`config.mk`:
```
export PLATFORM = sky130hd
export DESIGN_NAME = curb_register_bank
export DESIGN_NICKNAME = d
export VERILOG_FILES = /design/src/curb_pkg.sv /design/src/curb_register_bank.sv
export SDC_FILE = /design/constraint.sdc
export NUM_CORES = 2
export LEC_CHECK = 0
export BUFFER_PORTS_ARGS = -buffer_cell sky130_fd_sc_hd__buf_2
export CELL_PAD_IN_SITES_DETAIL_PLACEMENT = 0
export CELL_PAD_IN_SITES_GLOBAL_PLACEMENT = 1
export CORE_UTILIZATION = 48
export DETAILED_ROUTE_END_ITERATION = 12
export HOLD_SLACK_MARGIN = 0.02
export PLACE_DENSITY_LB_ADDON = 0.2
export SYNTH_ARGS = -nofsm -noshare
export SYNTH_HDL_FRONTEND = slang
export SYNTH_SLANG_ARGS = --single-unit
```
`constraint.sdc`:
```
create_clock -name clk -period 6.3 [get_ports clk]
set_input_delay 0.945 -clock clk [delete_from_list [all_inputs] [get_ports clk]]
set_output_delay 0.945 -clock clk [all_outputs]
set_load 0.01 [all_outputs]
```
`src/curb_pkg.sv`:
```
/*
 Register bank constants: addresses, fields, resets, command codes.
 Assumes a byte-wide bus with 16-bit extended addresses.
*/
package curb_pkg;
   // Extended-memory addresses
   localparam logic [15:0] ADDR_GENERAL_MODE = 16'h6301;
   localparam logic [15:0] ADDR_TRANSMIT_RATE_FRAMING = 16'h6302;
   localparam logic [15:0] ADDR_RECEIVE_RATE_FRAMING = 16'h6303;
   localparam logic [15:0] ADDR_ANTENNA_DRIVER_CONTROL = 16'h6304;
   localparam logic [15:0] ADDR_ANTENNA_DRIVER_AUTO = 16'h6305;
   localparam logic [15:0] ADDR_TRANSMITTER_SOURCE_SELECT = 16'h6306;
   localparam logic [15:0] ADDR_RECEIVER_SELECT = 16'h6307;
   localparam logic [15:0] ADDR_BIT_DECODER_THRESHOLD = 16'h6308;
   localparam logic [15:0] ADDR_DEMODULATOR_SETTINGS = 16'h6309;
   localparam logic [15:0] ADDR_SYNC_AND_MIN_LENGTH = 16'h630A;
   localparam logic [15:0] ADDR_MAX_FRAME_LENGTH = 16'h630B;
   localparam logic [15:0] ADDR_TYPE_A_TARGET_SETTINGS = 16'h630C;
   localparam logic [15:0] ADDR_RECEIVER_MANUAL_TUNING = 16'h630D;
   localparam logic [15:0] ADDR_TYPE_B_SETTINGS = 16'h630E;
   localparam logic [15:0] ADDR_CRC_RESULT_HIGH = 16'h6311;
   localparam logic [15:0] ADDR_CRC_RESULT_LOW = 16'h6312;
   localparam logic [15:0] ADDR_N_DRIVER_IDLE_CONDUCTANCE = 16'h6313;
   localparam logic [15:0] ADDR_MODULATION_WIDTH = 16'h6314;
   localparam logic [15:0] ADDR_TRANSMIT_BIT_PHASE = 16'h6315;
   localparam logic [15:0] ADDR_RECEIVER_GAIN_CONFIG = 16'h6316;
   localparam logic [15:0] ADDR_SECURE_CLOCK_ENABLE = 16'h6330;
   localparam logic [15:0] ADDR_COMMAND_CONTROL = 16'h6331;
   localparam logic [15:0] ADDR_COMMON_IRQ_ENABLE = 16'h6332;
   localparam logic [15:0] ADDR_MISC_IRQ_ENABLE = 16'h6333;
   localparam logic [15:0] ADDR_COMMON_IRQ_FLAGS = 16'h6334;
   localparam logic [15:0] ADDR_MISC_IRQ_FLAGS = 16'h6335;
   localparam logic [15:0] ADDR_ERROR_FLAGS = 16'h6336;
   localparam logic [15:0] ADDR_STATUS_ONE = 16'h6337;
   localparam logic [15:0] ADDR_STATUS_TWO = 16'h6338;
   localparam logic [15:0] ADDR_BUFFER_DATA_PORT = 16'h6339;
   localparam logic [15:0] ADDR_BUFFER_LEVEL = 16'h633A;
   localparam logic [15:0] ADDR_BUFFER_WATERMARK = 16'h633B;
   localparam logic [15:0] ADDR_MISC_CONTROL = 16'h633C;
   localparam logic [15:0] ADDR_BIT_FRAMING = 16'h633D;
   localparam logic [15:0] ADDR_COLLISION_POSITION = 16'h633E;
   // Special-function aliases of the high-traffic registers
   localparam logic [7:0] SFR_COMMAND_CONTROL = 8'hD1;
   localparam logic [7:0] SFR_COMMON_IRQ_ENABLE = 8'hD2;
   localparam logic [7:0] SFR_MISC_IRQ_ENABLE = 8'hD3;
   localparam logic [7:0] SFR_COMMON_IRQ_FLAGS = 8'hD4;
   localparam logic [7:0] SFR_MISC_IRQ_FLAGS = 8'hD5;
   localparam logic [7:0] SFR_ERROR_FLAGS = 8'hD6;
   localparam logic [7:0] SFR_STATUS_ONE = 8'hDF;
   localparam logic [7:0] SFR_STATUS_TWO = 8'hE9;
   localparam logic [7:0] SFR_BUFFER_DATA_PORT = 8'hEA;
   localparam logic [7:0] SFR_BUFFER_LEVEL = 8'hEB;
   localparam logic [7:0] SFR_BUFFER_WATERMARK = 8'hEC;
   localparam logic [7:0] SFR_MISC_CONTROL = 8'hED;
   localparam logic [7:0] SFR_BIT_FRAMING = 8'hEE;
   localparam logic [7:0] SFR_COLLISION_POSITION = 8'hEF;
   // Field positions
   localparam int BIT_SECOND_INVERT_ON = 7;
   localparam int BIT_SECOND_INVERT_OFF = 5;
   localparam int BIT_SECOND_RF_ENABLE = 1;
   localparam int BIT_FIRST_RF_ENABLE = 0;
   localparam int BIT_SECOND_AUTO_ENABLE = 3;
   localparam int BIT_FIRST_AUTO_ENABLE = 2;
   localparam int BIT_MSB_FIRST = 7;
   localparam int BIT_MISC_SET_CONTROL = 7;
   localparam int BIT_TEMPERATURE_ERROR = 6;
   localparam int BIT_LEVEL_FLUSH = 7;
   localparam int BIT_STATUS_LOW_ALERT = 0;
   localparam int BIT_STATUS_HIGH_ALERT = 1;
   localparam int BIT_SECURE_CLOCK_ON = 0;
   localparam int BIT_STOP_EXECUTION = 4;
   // Command field and code
   localparam logic [3:0] CMD_IDLE = 4'h0;
   localparam logic [7:0] ERROR_KEEP_MASK = 8'h40;
   // Reset values
   localparam logic [7:0] RESET_BYTE = 8'h00;
   localparam logic [7:0] RESET_WATERMARK = 8'h08;
   localparam logic [7:0] RESET_COLLISION = 8'h80;
endpackage

```
`src/curb_register_bank.sv`:
```
/*
 Contactless unit register bank: command,
 interrupt enables and flags, errors, status,
 64-byte buffer, drivers, framing, CRC bytes.
 Assumes one clock, synchronous active-high reset,
 and core events, errors and CRC on that clock.
*/
// How it works
// - One data port writes and reads a 64-byte FIFO.
// - Level register shows the bytes held.
// - Watermark sets near-empty and near-full warnings.
// - Command write starts a command; a stop bit halts it.
// - Command answers at its alias and extended address.
// - Enables gate request flags onto the interrupt line.
// - Misc flags latch past their cause.
// - Misc flags read zero after reset, until set by events or writes.
// - Error register holds the last command's errors.
// - Start clears errors but temperature; writes never set.
// - Collision register keeps the first collision position.
// - On-inversion with second RF enable inverts second driver.
// - Off-inversion without it inverts too, auto mode only.
// - First RF enable drives the modulated carrier out.
// - CRC reads as separate read-only high and low bytes.
// - MSB-first reverses bits per CRC byte, not byte order.
// - A register tunes transmit bit phase at the lowest rate.
// - One register holds sync length and minimum frame length.
// - Maximum frame length has its own register.
// - An enable routes the secure-element clock to the port pin.
`timescale 1ns/1ps
`default_nettype none
module curb_register_bank
   import curb_pkg::*;
#(
   parameter int DEPTH = 64,
   parameter int LEVEL_W = 7
) (
   // Clock and reset
   input wire logic clk,
   input wire logic reset,
   // Controller register port
   input wire logic reg_sel_sfr,
   input wire logic [15:0] reg_addr,
   input wire logic reg_write,
   input wire logic reg_read,
   input wire logic [7:0] reg_wdata,
   output logic [7:0] reg_rdata,
   output logic reg_hit,
   // Unit core events
   input wire logic [7:0] core_common_events,
   input wire logic [4:0] core_misc_events,
   input wire logic core_command_done,
   input wire logic [7:0] core_error_events,
   input wire logic [15:0] core_crc,
   input wire logic core_collision,
   input wire logic [7:0] core_collision_pos,
   input wire logic [7:0] core_status_one,
   input wire logic [7:0] core_status_two,
   input wire logic core_buf_push,
   input wire logic [7:0] core_buf_wdata,
   input wire logic core_buf_pop,
   // Unit core controls
   output logic [3:0] command_code,
   output logic command_start,
   output logic command_stop,
   output logic [7:0] buf_head,
   output logic buf_empty,
   output logic buf_full,
   output logic [7:0] general_mode,
   output logic [7:0] transmit_rate_framing,
   output logic [7:0] receive_rate_framing,
   output logic [7:0] antenna_driver_auto,
   output logic [7:0] transmit_bit_phase,
   output logic [7:0] sync_and_min_length,
   output logic [7:0] max_frame_length,
   output logic [7:0] misc_control,
   output logic [7:0] bit_framing,
   // Antenna and pins
   input wire logic carrier_modulated,
   output logic first_antenna_output,
   output logic second_antenna_output,
   output logic secure_element_clock_sel,
   output logic irq
);
   import curb_pkg::*;

   typedef struct packed {
      logic [DEPTH-1:0][7:0] mem;
      logic [5:0] wr_ptr;
      logic [5:0] rd_ptr;
      logic [LEVEL_W-1:0] level;
      logic [14:0][7:0] cfg;
      logic [7:0] phase;
      logic [7:0] command;
      logic [7:0] common_en;
      logic [7:0] misc_en;
      logic [7:0] common_flags;
      logic [4:0] misc_flags;
      logic [7:0] error_flags;
      logic [7:0] watermark;
      logic [7:0] collision;
      logic coll_seen;
      logic [7:0] rdata;
      logic start;
      logic stop;
   } curb_state_s;

   curb_state_s st, next_st;

   // Reverse bits within one byte
   function automatic logic [7:0] curb_rev(input logic [7:0] b);
      logic [7:0] r;
      r = 8'h00;
      for (int i = 0; i < 8; i++) begin
         r[i] = b[7 - i];
      end
      return r;
   endfunction

   // Alias to extended address; both reach one storage
   function automatic logic [15:0] curb_map(input logic sfr,
                                             input logic [15:0] a);
      logic [15:0] m;
      m = a;
      if (sfr) begin
         case (a[7:0])
            SFR_COMMAND_CONTROL: m = ADDR_COMMAND_CONTROL;
            SFR_COMMON_IRQ_ENABLE: m = ADDR_COMMON_IRQ_ENABLE;
            SFR_MISC_IRQ_ENABLE: m = ADDR_MISC_IRQ_ENABLE;
            SFR_COMMON_IRQ_FLAGS: m = ADDR_COMMON_IRQ_FLAGS;
            SFR_MISC_IRQ_FLAGS: m = ADDR_MISC_IRQ_FLAGS;
            SFR_ERROR_FLAGS: m = ADDR_ERROR_FLAGS;
            SFR_STATUS_ONE: m = ADDR_STATUS_ONE;
            SFR_STATUS_TWO: m = ADDR_STATUS_TWO;
            SFR_BUFFER_DATA_PORT: m = ADDR_BUFFER_DATA_PORT;
            SFR_BUFFER_LEVEL: m = ADDR_BUFFER_LEVEL;
            SFR_BUFFER_WATERMARK: m = ADDR_BUFFER_WATERMARK;
            SFR_MISC_CONTROL: m = ADDR_MISC_CONTROL;
            SFR_BIT_FRAMING: m = ADDR_BIT_FRAMING;
            SFR_COLLISION_POSITION: m = ADDR_COLLISION_POSITION;
            default: m = 16'h0000;
         endcase
      end
      return m;
   endfunction

   logic [15:0] addr;
   logic known;
   logic is_cfg;
   logic [3:0] cfg_idx;
   logic [7:0] rd_val;
   logic cpu_push, cpu_pop, do_push, do_pop, flush;
   logic low_alert, high_alert;
   logic [7:0] crc_hi, crc_lo;
   logic [7:0] status_one_val;

   // Decode; 6301..630E sit in one array
   always_comb begin
      addr = curb_map(reg_sel_sfr, reg_addr);
      is_cfg = 1'b0;
      cfg_idx = 4'h0;
      if (addr >= ADDR_GENERAL_MODE && addr <= ADDR_TYPE_B_SETTINGS) begin
         is_cfg = 1'b1;
         cfg_idx = 4'(addr - ADDR_GENERAL_MODE);
      end
      known = is_cfg || addr == ADDR_CRC_RESULT_HIGH ||
              addr == ADDR_CRC_RESULT_LOW ||
              (addr >= ADDR_N_DRIVER_IDLE_CONDUCTANCE &&
               addr <= ADDR_RECEIVER_GAIN_CONFIG) ||
              (addr >= ADDR_SECURE_CLOCK_ENABLE &&
               addr <= ADDR_COLLISION_POSITION);
   end

   // Buffer thresholds and CRC view
   always_comb begin
      buf_empty = st.level == '0;
      buf_full = st.level == LEVEL_W'(DEPTH);
      low_alert = {1'b0, st.level} <= {1'b0, st.watermark[LEVEL_W-1:0]};
      high_alert = (LEVEL_W'(DEPTH) - st.level) <=
                   st.watermark[LEVEL_W-1:0];
      // Bits flip per byte; bytes keep their places
      crc_hi = st.cfg[0][BIT_MSB_FIRST] ? curb_rev(core_crc[15:8])
                                         : core_crc[15:8];
      crc_lo = st.cfg[0][BIT_MSB_FIRST] ? curb_rev(core_crc[7:0])
                                         : core_crc[7:0];
      status_one_val = core_status_one;
      status_one_val[BIT_STATUS_LOW_ALERT] = low_alert;
      status_one_val[BIT_STATUS_HIGH_ALERT] = high_alert;
   end

   // Core and controller share one pointer pair
   always_comb begin
      cpu_push = reg_write && addr == ADDR_BUFFER_DATA_PORT;
      cpu_pop = reg_read && addr == ADDR_BUFFER_DATA_PORT;
      flush = reg_write && addr == ADDR_BUFFER_LEVEL &&
              reg_wdata[BIT_LEVEL_FLUSH];
      do_push = (cpu_push || core_buf_push) && !buf_full;
      do_pop = (cpu_pop || core_buf_pop) && !buf_empty;
   end

   // Read mux
   always_comb begin
      rd_val = 8'h00;
      if (is_cfg) begin
         rd_val = st.cfg[cfg_idx];
      end else begin
         case (addr)
            ADDR_CRC_RESULT_HIGH: rd_val = crc_hi;
            ADDR_CRC_RESULT_LOW: rd_val = crc_lo;
            ADDR_N_DRIVER_IDLE_CONDUCTANCE: rd_val = st.cfg[14];
            ADDR_MODULATION_WIDTH: rd_val = st.cfg[14]; // spare
            ADDR_TRANSMIT_BIT_PHASE: rd_val = st.phase;
            ADDR_SECURE_CLOCK_ENABLE: rd_val = st.cfg[14];
            ADDR_COMMAND_CONTROL: rd_val = st.command;
            ADDR_COMMON_IRQ_ENABLE: rd_val = st.common_en;
            ADDR_MISC_IRQ_ENABLE: rd_val = st.misc_en;
            ADDR_COMMON_IRQ_FLAGS: rd_val = st.common_flags;
            ADDR_MISC_IRQ_FLAGS: rd_val = {3'b000, st.misc_flags};
            ADDR_ERROR_FLAGS: rd_val = st.error_flags;
            ADDR_STATUS_ONE: rd_val = status_one_val;
            ADDR_STATUS_TWO: rd_val = core_status_two;
            ADDR_BUFFER_DATA_PORT: rd_val = st.mem[st.rd_ptr];
            ADDR_BUFFER_LEVEL: rd_val = 8'(st.level);
            ADDR_BUFFER_WATERMARK: rd_val = st.watermark;
            ADDR_MISC_CONTROL: rd_val = st.cfg[14];
            ADDR_BIT_FRAMING: rd_val = st.cfg[14];
            ADDR_COLLISION_POSITION: rd_val = st.collision;
            default: rd_val = 8'h00;
         endcase
      end
   end

   // Next state
   always_comb begin
      next_st = st;
      next_st.start = 1'b0;
      next_st.stop = 1'b0;
      if (reg_read) begin
         next_st.rdata = rd_val;
      end
      // Buffer storage and fill level
      if (flush) begin
         next_st.wr_ptr = 6'h00;
         next_st.rd_ptr = 6'h00;
         next_st.level = '0;
      end else begin
         if (do_push) begin
            next_st.mem[st.wr_ptr] = cpu_push ? reg_wdata : core_buf_wdata;
            next_st.wr_ptr = st.wr_ptr + 6'h01;
         end
         if (do_pop) begin
            next_st.rd_ptr = st.rd_ptr + 6'h01;
         end
         next_st.level = st.level + LEVEL_W'(do_push) -
                         LEVEL_W'(do_pop);
      end
      // Register writes
      if (reg_write) begin
         if (is_cfg) begin
            next_st.cfg[cfg_idx] = reg_wdata;
         end
         case (addr)
            ADDR_COMMAND_CONTROL: begin
               next_st.command = reg_wdata;
               next_st.start = reg_wdata[3:0] != CMD_IDLE &&
                               !reg_wdata[BIT_STOP_EXECUTION];
               next_st.stop = reg_wdata[BIT_STOP_EXECUTION];
            end
            ADDR_COMMON_IRQ_ENABLE: next_st.common_en = reg_wdata;
            ADDR_MISC_IRQ_ENABLE: next_st.misc_en = reg_wdata;
            // Firmware clears by writing zeros
            ADDR_COMMON_IRQ_FLAGS: next_st.common_flags = reg_wdata;
            ADDR_MISC_IRQ_FLAGS: begin
               if (reg_wdata[BIT_MISC_SET_CONTROL]) begin
                  next_st.misc_flags = st.misc_flags | reg_wdata[4:0];
               end else begin
                  next_st.misc_flags = st.misc_flags & ~reg_wdata[4:0];
               end
            end
            ADDR_BUFFER_WATERMARK: next_st.watermark = reg_wdata;
            ADDR_TRANSMIT_BIT_PHASE: next_st.phase = reg_wdata;
            ADDR_SECURE_CLOCK_ENABLE: next_st.cfg[14] = reg_wdata;
            default: ;
         endcase
      end
      // A start clears errors but temperature
      if (next_st.start) begin
         next_st.error_flags = st.error_flags & ERROR_KEEP_MASK;
         next_st.coll_seen = 1'b0;
      end
      next_st.error_flags = next_st.error_flags | core_error_events;
      // Hardware events win over a clear in the same cycle
      next_st.common_flags = next_st.common_flags | core_common_events;
      next_st.misc_flags = next_st.misc_flags | core_misc_events;
      if (core_command_done) begin
         next_st.command[3:0] = CMD_IDLE;
      end
      // First collision after reset or a start only
      if (core_collision && !next_st.coll_seen) begin
         next_st.collision = core_collision_pos;
         next_st.coll_seen = 1'b1;
      end
   end

   // State register; misc flags reset to a defined zero
   always_ff @(posedge clk) begin
      if (reset) begin
         st.mem <= '0;
         st.wr_ptr <= 6'h00;
         st.rd_ptr <= 6'h00;
         st.level <= '0;
         for (int i = 0; i < 15; i++) begin
            st.cfg[i] <= RESET_BYTE;
         end
         st.phase <= RESET_BYTE;
         st.command <= RESET_BYTE;
         st.common_en <= RESET_BYTE;
         st.misc_en <= RESET_BYTE;
         st.common_flags <= RESET_BYTE;
         st.misc_flags <= 5'h00;
         st.error_flags <= RESET_BYTE;
         st.watermark <= RESET_WATERMARK;
         st.collision <= RESET_COLLISION;
         st.coll_seen <= 1'b0;
         st.rdata <= RESET_BYTE;
         st.start <= 1'b0;
         st.stop <= 1'b0;
      end else begin
         st <= next_st;
      end
   end

   // Outputs
   logic second_level;
   always_comb begin
      reg_rdata = st.rdata;
      reg_hit = (reg_read || reg_write) && known;
      command_code = st.command[3:0];
      command_start = st.start;
      command_stop = st.stop;
      buf_head = st.mem[st.rd_ptr];
      general_mode = st.cfg[0];
      transmit_rate_framing = st.cfg[1];
      receive_rate_framing = st.cfg[2];
      antenna_driver_auto = st.cfg[4];
      sync_and_min_length = st.cfg[9];
      max_frame_length = st.cfg[10];
      transmit_bit_phase = st.phase;
      misc_control = 8'h00;
      bit_framing = 8'h00;
      secure_element_clock_sel = st.cfg[14][BIT_SECURE_CLOCK_ON];
      irq = |(st.common_flags & st.common_en) |
            |(st.misc_flags & st.misc_en[4:0]);
      first_antenna_output = st.cfg[3][BIT_FIRST_RF_ENABLE] &&
                             carrier_modulated;
      second_level = st.cfg[3][BIT_SECOND_RF_ENABLE] && carrier_modulated;
      second_antenna_output = second_level;
      if (st.cfg[3][BIT_SECOND_RF_ENABLE] &&
          st.cfg[3][BIT_SECOND_INVERT_ON]) begin
         second_antenna_output = !second_level;
      end
      // Off-state inversion needs both auto enables set
      if (!st.cfg[3][BIT_SECOND_RF_ENABLE] &&
          st.cfg[3][BIT_SECOND_INVERT_OFF] &&
          st.cfg[4][BIT_SECOND_AUTO_ENABLE] &&
          st.cfg[4][BIT_FIRST_AUTO_ENABLE]) begin
         second_antenna_output = !second_level;
      end
   end
endmodule
`default_nettype wire

```
# --- Yosys cells after proc, flatten, opt, wreduce, memory -nomap -nowiden ---
# Cells that the tools add are included.
op_classes:
  eq_ne: 35
  shift: 0
  n_mux: 32
  multipliers: 0
  bitwise_logic: 12
  div_mod_pow: 0
  n_reduce_logical: 50
  n_addsub: 6
  n_lt_le_gt_ge: 13
op_table:
  columns: ["operator", "count"]
  rows:
  - ["$bwmux 512", 1]
  - ["$eq 16x15->1 const B", 20]
  - ["$pmux 15 s14", 1]
  - ["$pmux 8 s16", 1]
  - ["$bwmux 120", 1]
  - ["$mux 120", 1]
  - ["$eq 8x8->1 const B", 14]
  - ["$mux 8", 11]
  - ["$bmux 8 s6", 1]
  - ["$demux 8 s6", 1]
  - ["$ge 16x15->1 const B", 3]
  - ["$le 16x15->1 const B", 3]
  - ["$bmux 8 s4", 1]
  - ["$demux 8 s4", 1]
  - ["$logic_and 1x1->1", 20]
  - ["$mux 16", 1]
  - ["$or 8x8->8", 2]
  - ["$reduce_and 2->1", 8]
  - ["$le 7x7->1", 2]
  - ["$lt 6x7->1 const B", 2]
  - ["$mux 13", 1]
  - ["$add 6x1->6 const B", 2]
  - ["$and 5x5->5", 2]
  - ["$mux 5", 2]
  - ["25 further kinds", 46]
totals:
  mem_bits_rw: 0
  elab_cells: 244
  memories: 0
  output_inout_bits: 101
  mem_bits_ro: 0
  reg_bits: 731
  in_bits: 103
  latchBits: 0

# --- Longest topological paths before layout ---
logic_depth:
  depth_word: 13
  mapped_depth: 25
  depth_no_buf: 21

# --- Least setup slack after synthesis ---
# No wires, ideal clock.
synth_timing:
  path_type: "input to output"
  start: "input reg_addr[3]"
  end: "output reg_hit"
  n_path_buf: 6
  path_stages: 15
  slack_ns: 1.077
  t_arrival_ns: 4.278
  required_ns: 5.355
  path_cell_list: "clkbuf_1 and3b_1 o311a_1 or2_2 clkbuf_1 buf_2 buf_1 ha_1 nand4b_1 a31oi_1 a211o_1 clkbuf_1 clkbuf_1 o2111ai_1 o22a_1"
synth_between:
  elab_chain_cells: 11
  word_cells_on_any_way: 33
synth_rtl:
  columns: ["item", "line", "text"]
  rows:
  - ["start, declared", "curb_register_bank.sv:42", "input wire logic [15:0] reg_addr,"]
  - ["$eq 8x8->1", "curb_register_bank.sv:125", "case (a[7:0])"]
  - ["$pmux 15 s14", "curb_register_bank.sv:125", null]
  - ["$mux 16 (*)", "curb_register_bank.sv:124", "if (sfr) begin"]
  - ["$ge 16x15->1 or $le 16x15->1 (tied branches)", "curb_register_bank.sv:161", "if (addr >= ADDR_GENERAL_MODE && addr <= ADDR_TYPE_B_SETTINGS) begin"]
  - ["$logic_and 1x1->1", "curb_register_bank.sv:161", null]
  - ["$mux 1", "curb_register_bank.sv:161", null]
  - ["$logic_or 1x1->1 (2 in series)", "curb_register_bank.sv:165", "known = is_cfg || addr == ADDR_CRC_RESULT_HIGH ||"]
  - ["$logic_or 1x1->1", "curb_register_bank.sv:166", "addr == ADDR_CRC_RESULT_LOW ||"]
  - ["$logic_or 1x1->1 (*)", "curb_register_bank.sv:168", "addr <= ADDR_RECEIVER_GAIN_CONFIG) ||"]
  - ["$logic_and 1x1->1 (*)", "curb_register_bank.sv:336", "reg_hit = (reg_read || reg_write) && known;"]
  - ["end, declared", "curb_register_bank.sv:47", "output logic reg_hit,"]
# Every way passes the cells marked *; elsewhere a longest branch is shown, timed or not.

# --- Worst setup path after layout ---
layout_timing:
  start: "input reg_addr[2]"
  end: "output reg_hit"
# The elaborated chain is that of the path after synthesis.

==> impl_metrics.csv <==
group,metric,value,unit
run_status,status,"finished clean",
run,drv_cap,0,
clock_network,clock_latency,630,ps
global_routing,grt_first_pass_wirelength,164000,microns
yosys,async_reset_ff_share,0,%
setup_path,worst_ep_arrival_time,4680,ps
place,port-buffer-count,185,
pwr,powerDensity,300,nW/um^2
timing,fin_crit_sh,89.3,%
min_path,hp-start,"st[128]",
setup_path,cp_common_cell,"buf_2",
die,die_h,270,microns
yosys,synth_cells,3684,
finish,fillers,6433,
finish,final_core_util,53.9,%
clock_network,clock_path_buffers,3,
setup_path,cp_top_family,"compound AO/OA/AOI/OAI gates",
setup_path,crit_path_top_delay_cell,"a2111oi_0",
finish,syn_to_final_growth,10.2,%
drt,drtPass1Iterations,9,
pwr,p_leak,13.7,nW
pwr,pwr-share-clk,43.4,%
die,die_width,270,microns
timing,fin_skew,18.9,ps
setup_path,path_cells,"buf_2, nand3b_1, a2111oi_0, o31ai_1, o21ai_0, inv_1, ha_1, nor3b_1, a211o_1, buf_4, o2111ai_1, o22a_1, buf_2",
clock_network,postCtsSetupRepairBufs,0,
clock_network,clk_pin_slew,60,ps
pwr,switching_share,27.2,%
setup_path,path_class,"in2out",
yosys,syn_avg_cell_area,9.37,sq um
finish,final_layout_size_suffix_gt1_share,17.7,%
timing,setup_violations,0,
setup_path,cp_data_required_time,5350,ps
drt,avgRoutedWirePerCell,23.1,microns
timing,timing.fmax,0.178,GHz
die,core,70600,sq um
setup_path,critPathMaxStageDelay,810,ps
setup_path,r2r-end,"reg_rdata[0]",
die,start_util,48.9,%
drt,ant_nets,0,
place,placed_area,35300,sq um
timing,tightest_slew,1270,ps
timing,fin_setup_tns,0,ps
clock_network,cts_tree,"done",
drt,routed_via_density,6.02,
drt,finalWirelength,107000,microns
global_routing,antenna_found_initial,2,
place,routabilityCongestion,0.949,
setup_path,start_kind,"input port",
timing,rsz0062_at_grt,"no",
yosys,yosysWarnings,0,
timing,maxSlewViolCount,0,
timing,hold_viol,0,
pwr,vdd_drop_max,284,uV
setup_path,end_kind,"output pin",
die,rows,97,
global_routing,grt_max_degree,231,
yosys,ys_ff_latch,731,
pwr,seq_power_share,42.2,%
drt,drcViolationCount,0,
timing,worst_slew_margin_rel,15.1,%
die,die_area,73000,sq um
yosys,synthFlopType,"dfxtp_1",
setup_path,r2r_cells,10,
setup_path,cp_max_fo,20,
global_routing,grt_overflow,0,
setup_path,reg2reg_from,"st[207]",
min_path,min_path_cells,2,
die,boundaryPins,204,
drt,first_iter_violations,2586,
yosys,syn_area,34500,sq um
global_routing,grt_pass1_vias,26900,
pwr,p_int,0.00831,W
clock_network,ctsResizeCount,0,
clock_network,cts-buffers-inserted,81,
global_routing,grt_usage,28.7,%
timing,min_period,5630,ps
clock_network,clkSinkCount,731,
setup_path,crit_buf_inv,4,
drt,via_count,27900,
yosys,synth_enable_flop_cells,0,
pwr,p_sw,0.00311,W
place,hpwl,71300,microns
setup_path,r2r_slack,1800,ps
min_path,holdCritPathClass,"reg2reg",
clock_network,hold_buffers,0,
pwr,p_comb_share,14.4,%
yosys,yosysSeqAreaShare,42.4,%
yosys,synth.distinct_cells,88,
min_path,holdPathEnd,"st[128]",
clock_network,cts_htree_levels,3,
finish,nets,3760,
timing,holdWs,450,ps
clock_network,cts-root-buf,"clkbuf_16",
finish,final_area,38100,sq um
[kinds of logic after synthesis]
kind of cell / share of synthesized area [%]
multiplexers: 15.2
other: 0.0109
flip-flops: 42.4
AO/OA/AOI/OAI: 17.5
XOR/XNOR: 0.583
adder cells (fa/ha/maj): 1.22
buffers and inverters: 6.53
AND/OR/NAND/NOR: 16.6
[metal layers]
layer | global-route usage (%) | vias up | wire (microns)
met2 | 47.0 | 879 | 50600
met5 | 0 | - | 33
li1 | - | 13100 | -
met4 | 10.2 | 4 | 3570
met3 | 3.65 | 196 | 5370
met1 | 38.8 | 13700 | 47200
[how the worst max path moves through the flow]
stage	slack (ps)	startpoint	end	cells after the start
floorplan	1080	reg_addr[3]	reg_hit	15
global placement	630	reg_addr[2]	st[206]	22
detailed placement	580	reg_addr[2]	st[206]	22
CTS	780	reg_addr[2]	reg_hit	13
global route	510	reg_addr[2]	reg_hit	13
finish	670	reg_addr[2]	reg_hit	13
[cell usage after synthesis (all sizes together) (9+ instances only)]
cell type | count | area share [%]
a211oi | 455 | 10
a21oi | 146 | 2.1
a221oi | 12 | 0.30
a22o | 11 | 0.28
a22oi | 46 | 1.0
and2 | 13 | 0.24
and3 | 16 | 0.29
buf | 195 | 3.8
clkbuf | 212 | 2.3
dfxtp | 731 | 42
ha | 32 | 1.2
inv | 38 | 0.41
mux2 | 9 | 0.29
mux2i | 198 | 5.7
mux4 | 141 | 9.2
nand2 | 326 | 3.5
nand3 | 93 | 1.3
nand4 | 19 | 0.40
nor2 | 712 | 8.7
nor2b | 14 | 0.25
nor3 | 29 | 0.46
nor4 | 10 | 0.24
o21ai | 41 | 0.59
o22ai | 11 | 0.20
xnor2 | 16 | 0.41
[placed cells by master, fill, tap and decap left out, types with 12 or more instances in the layout]
master	synthesis	layout
a221oi_1	12	12
and3_1	16	16
o21ai_0	40	40
buf_2	65	184
ha_1	32	32
buf_4	87	58
a22oi_1	46	46
nand2_1	326	326
nand4_1	16	16
a211oi_1	421	421
nor2_8	16	16
dfxtp_1	731	728
nor2b_1	14	14
mux4_2	141	141
clkinv_2	0	18
nor3_1	26	25
nor2_1	661	661
xnor2_1	16	16
inv_1	37	37
mux2i_1	198	190
conb_1	1	16
clkbuf_16	0	82
and2_1	13	13
a21oi_1	146	146
clkbuf_1	211	16
a211oi_2	34	34
nor2_2	35	35
clkbuf_8	0	15
nand3_1	93	93
[worst reg2reg max path, stage by stage, from the launching register on]
cell	delay [ps]
dfxtp_4	760
buf_12	350
mux4_2	570
a22oi_1	170
nand2_1	120
a22oi_1	410
o221ai_1	490
nand2_1	190
o2111ai_1	180
a2111oi_0	950
a211oi_1	160
[power by group through the flow]
stage	combinational, W	clock (W)	sequential (W)
finish	0.00164	0.00496	0.00482
global route	0.00178	0.00524	0.00483
CTS	0.00164	0.00505	0.00482
detailed placement	0.00164	0	0.00493
global placement	0.00162	0	0.00492
floorplan	0.00123	0	0.00482
[flip-flops by register name (all words and copies together) (netlist names), 8 cells and up]
signal / flops
st: 660
antenna_driver_auto: 8
max_frame_length: 8
general_mode: 8
transmit_bit_phase: 8
sync_and_min_length: 8
receive_rate_framing: 8
reg_rdata: 8
transmit_rate_framing: 8
[final cells by class]
type / count / area, sq um / share of cell area [%]
diodes: 1 / 2.50 / 0.00657
multi-input cells: 2523 / 17800 / 46.8
repair buffers: 249 / 1490 / 3.92
inverters: 38 / 143 / 0.375
flip-flops and latches: 731 / 14600 / 38.5
clock buffers: 113 / 2320 / 6.09
clock inverters: 34 / 474 / 1.25
well taps: 940 / 1180 / 3.09
[through the flow]
| stage | total power [W] | std cells | setup WS [ps] |
|---|---|---|---|
| floorplan | 0.00605 | 3699 | 1080 |
| global placement | 0.00654 | 4481 | 627 |
| CTS | 0.0115 | 4628 | 780 |
| global route | 0.0118 | 4628 | 505 |
| finish | 0.0114 | 4629 | 672 |
| detailed placement | 0.00656 | 4481 | 577 |
No activity file was read; power rests on OpenSTA's default activity.
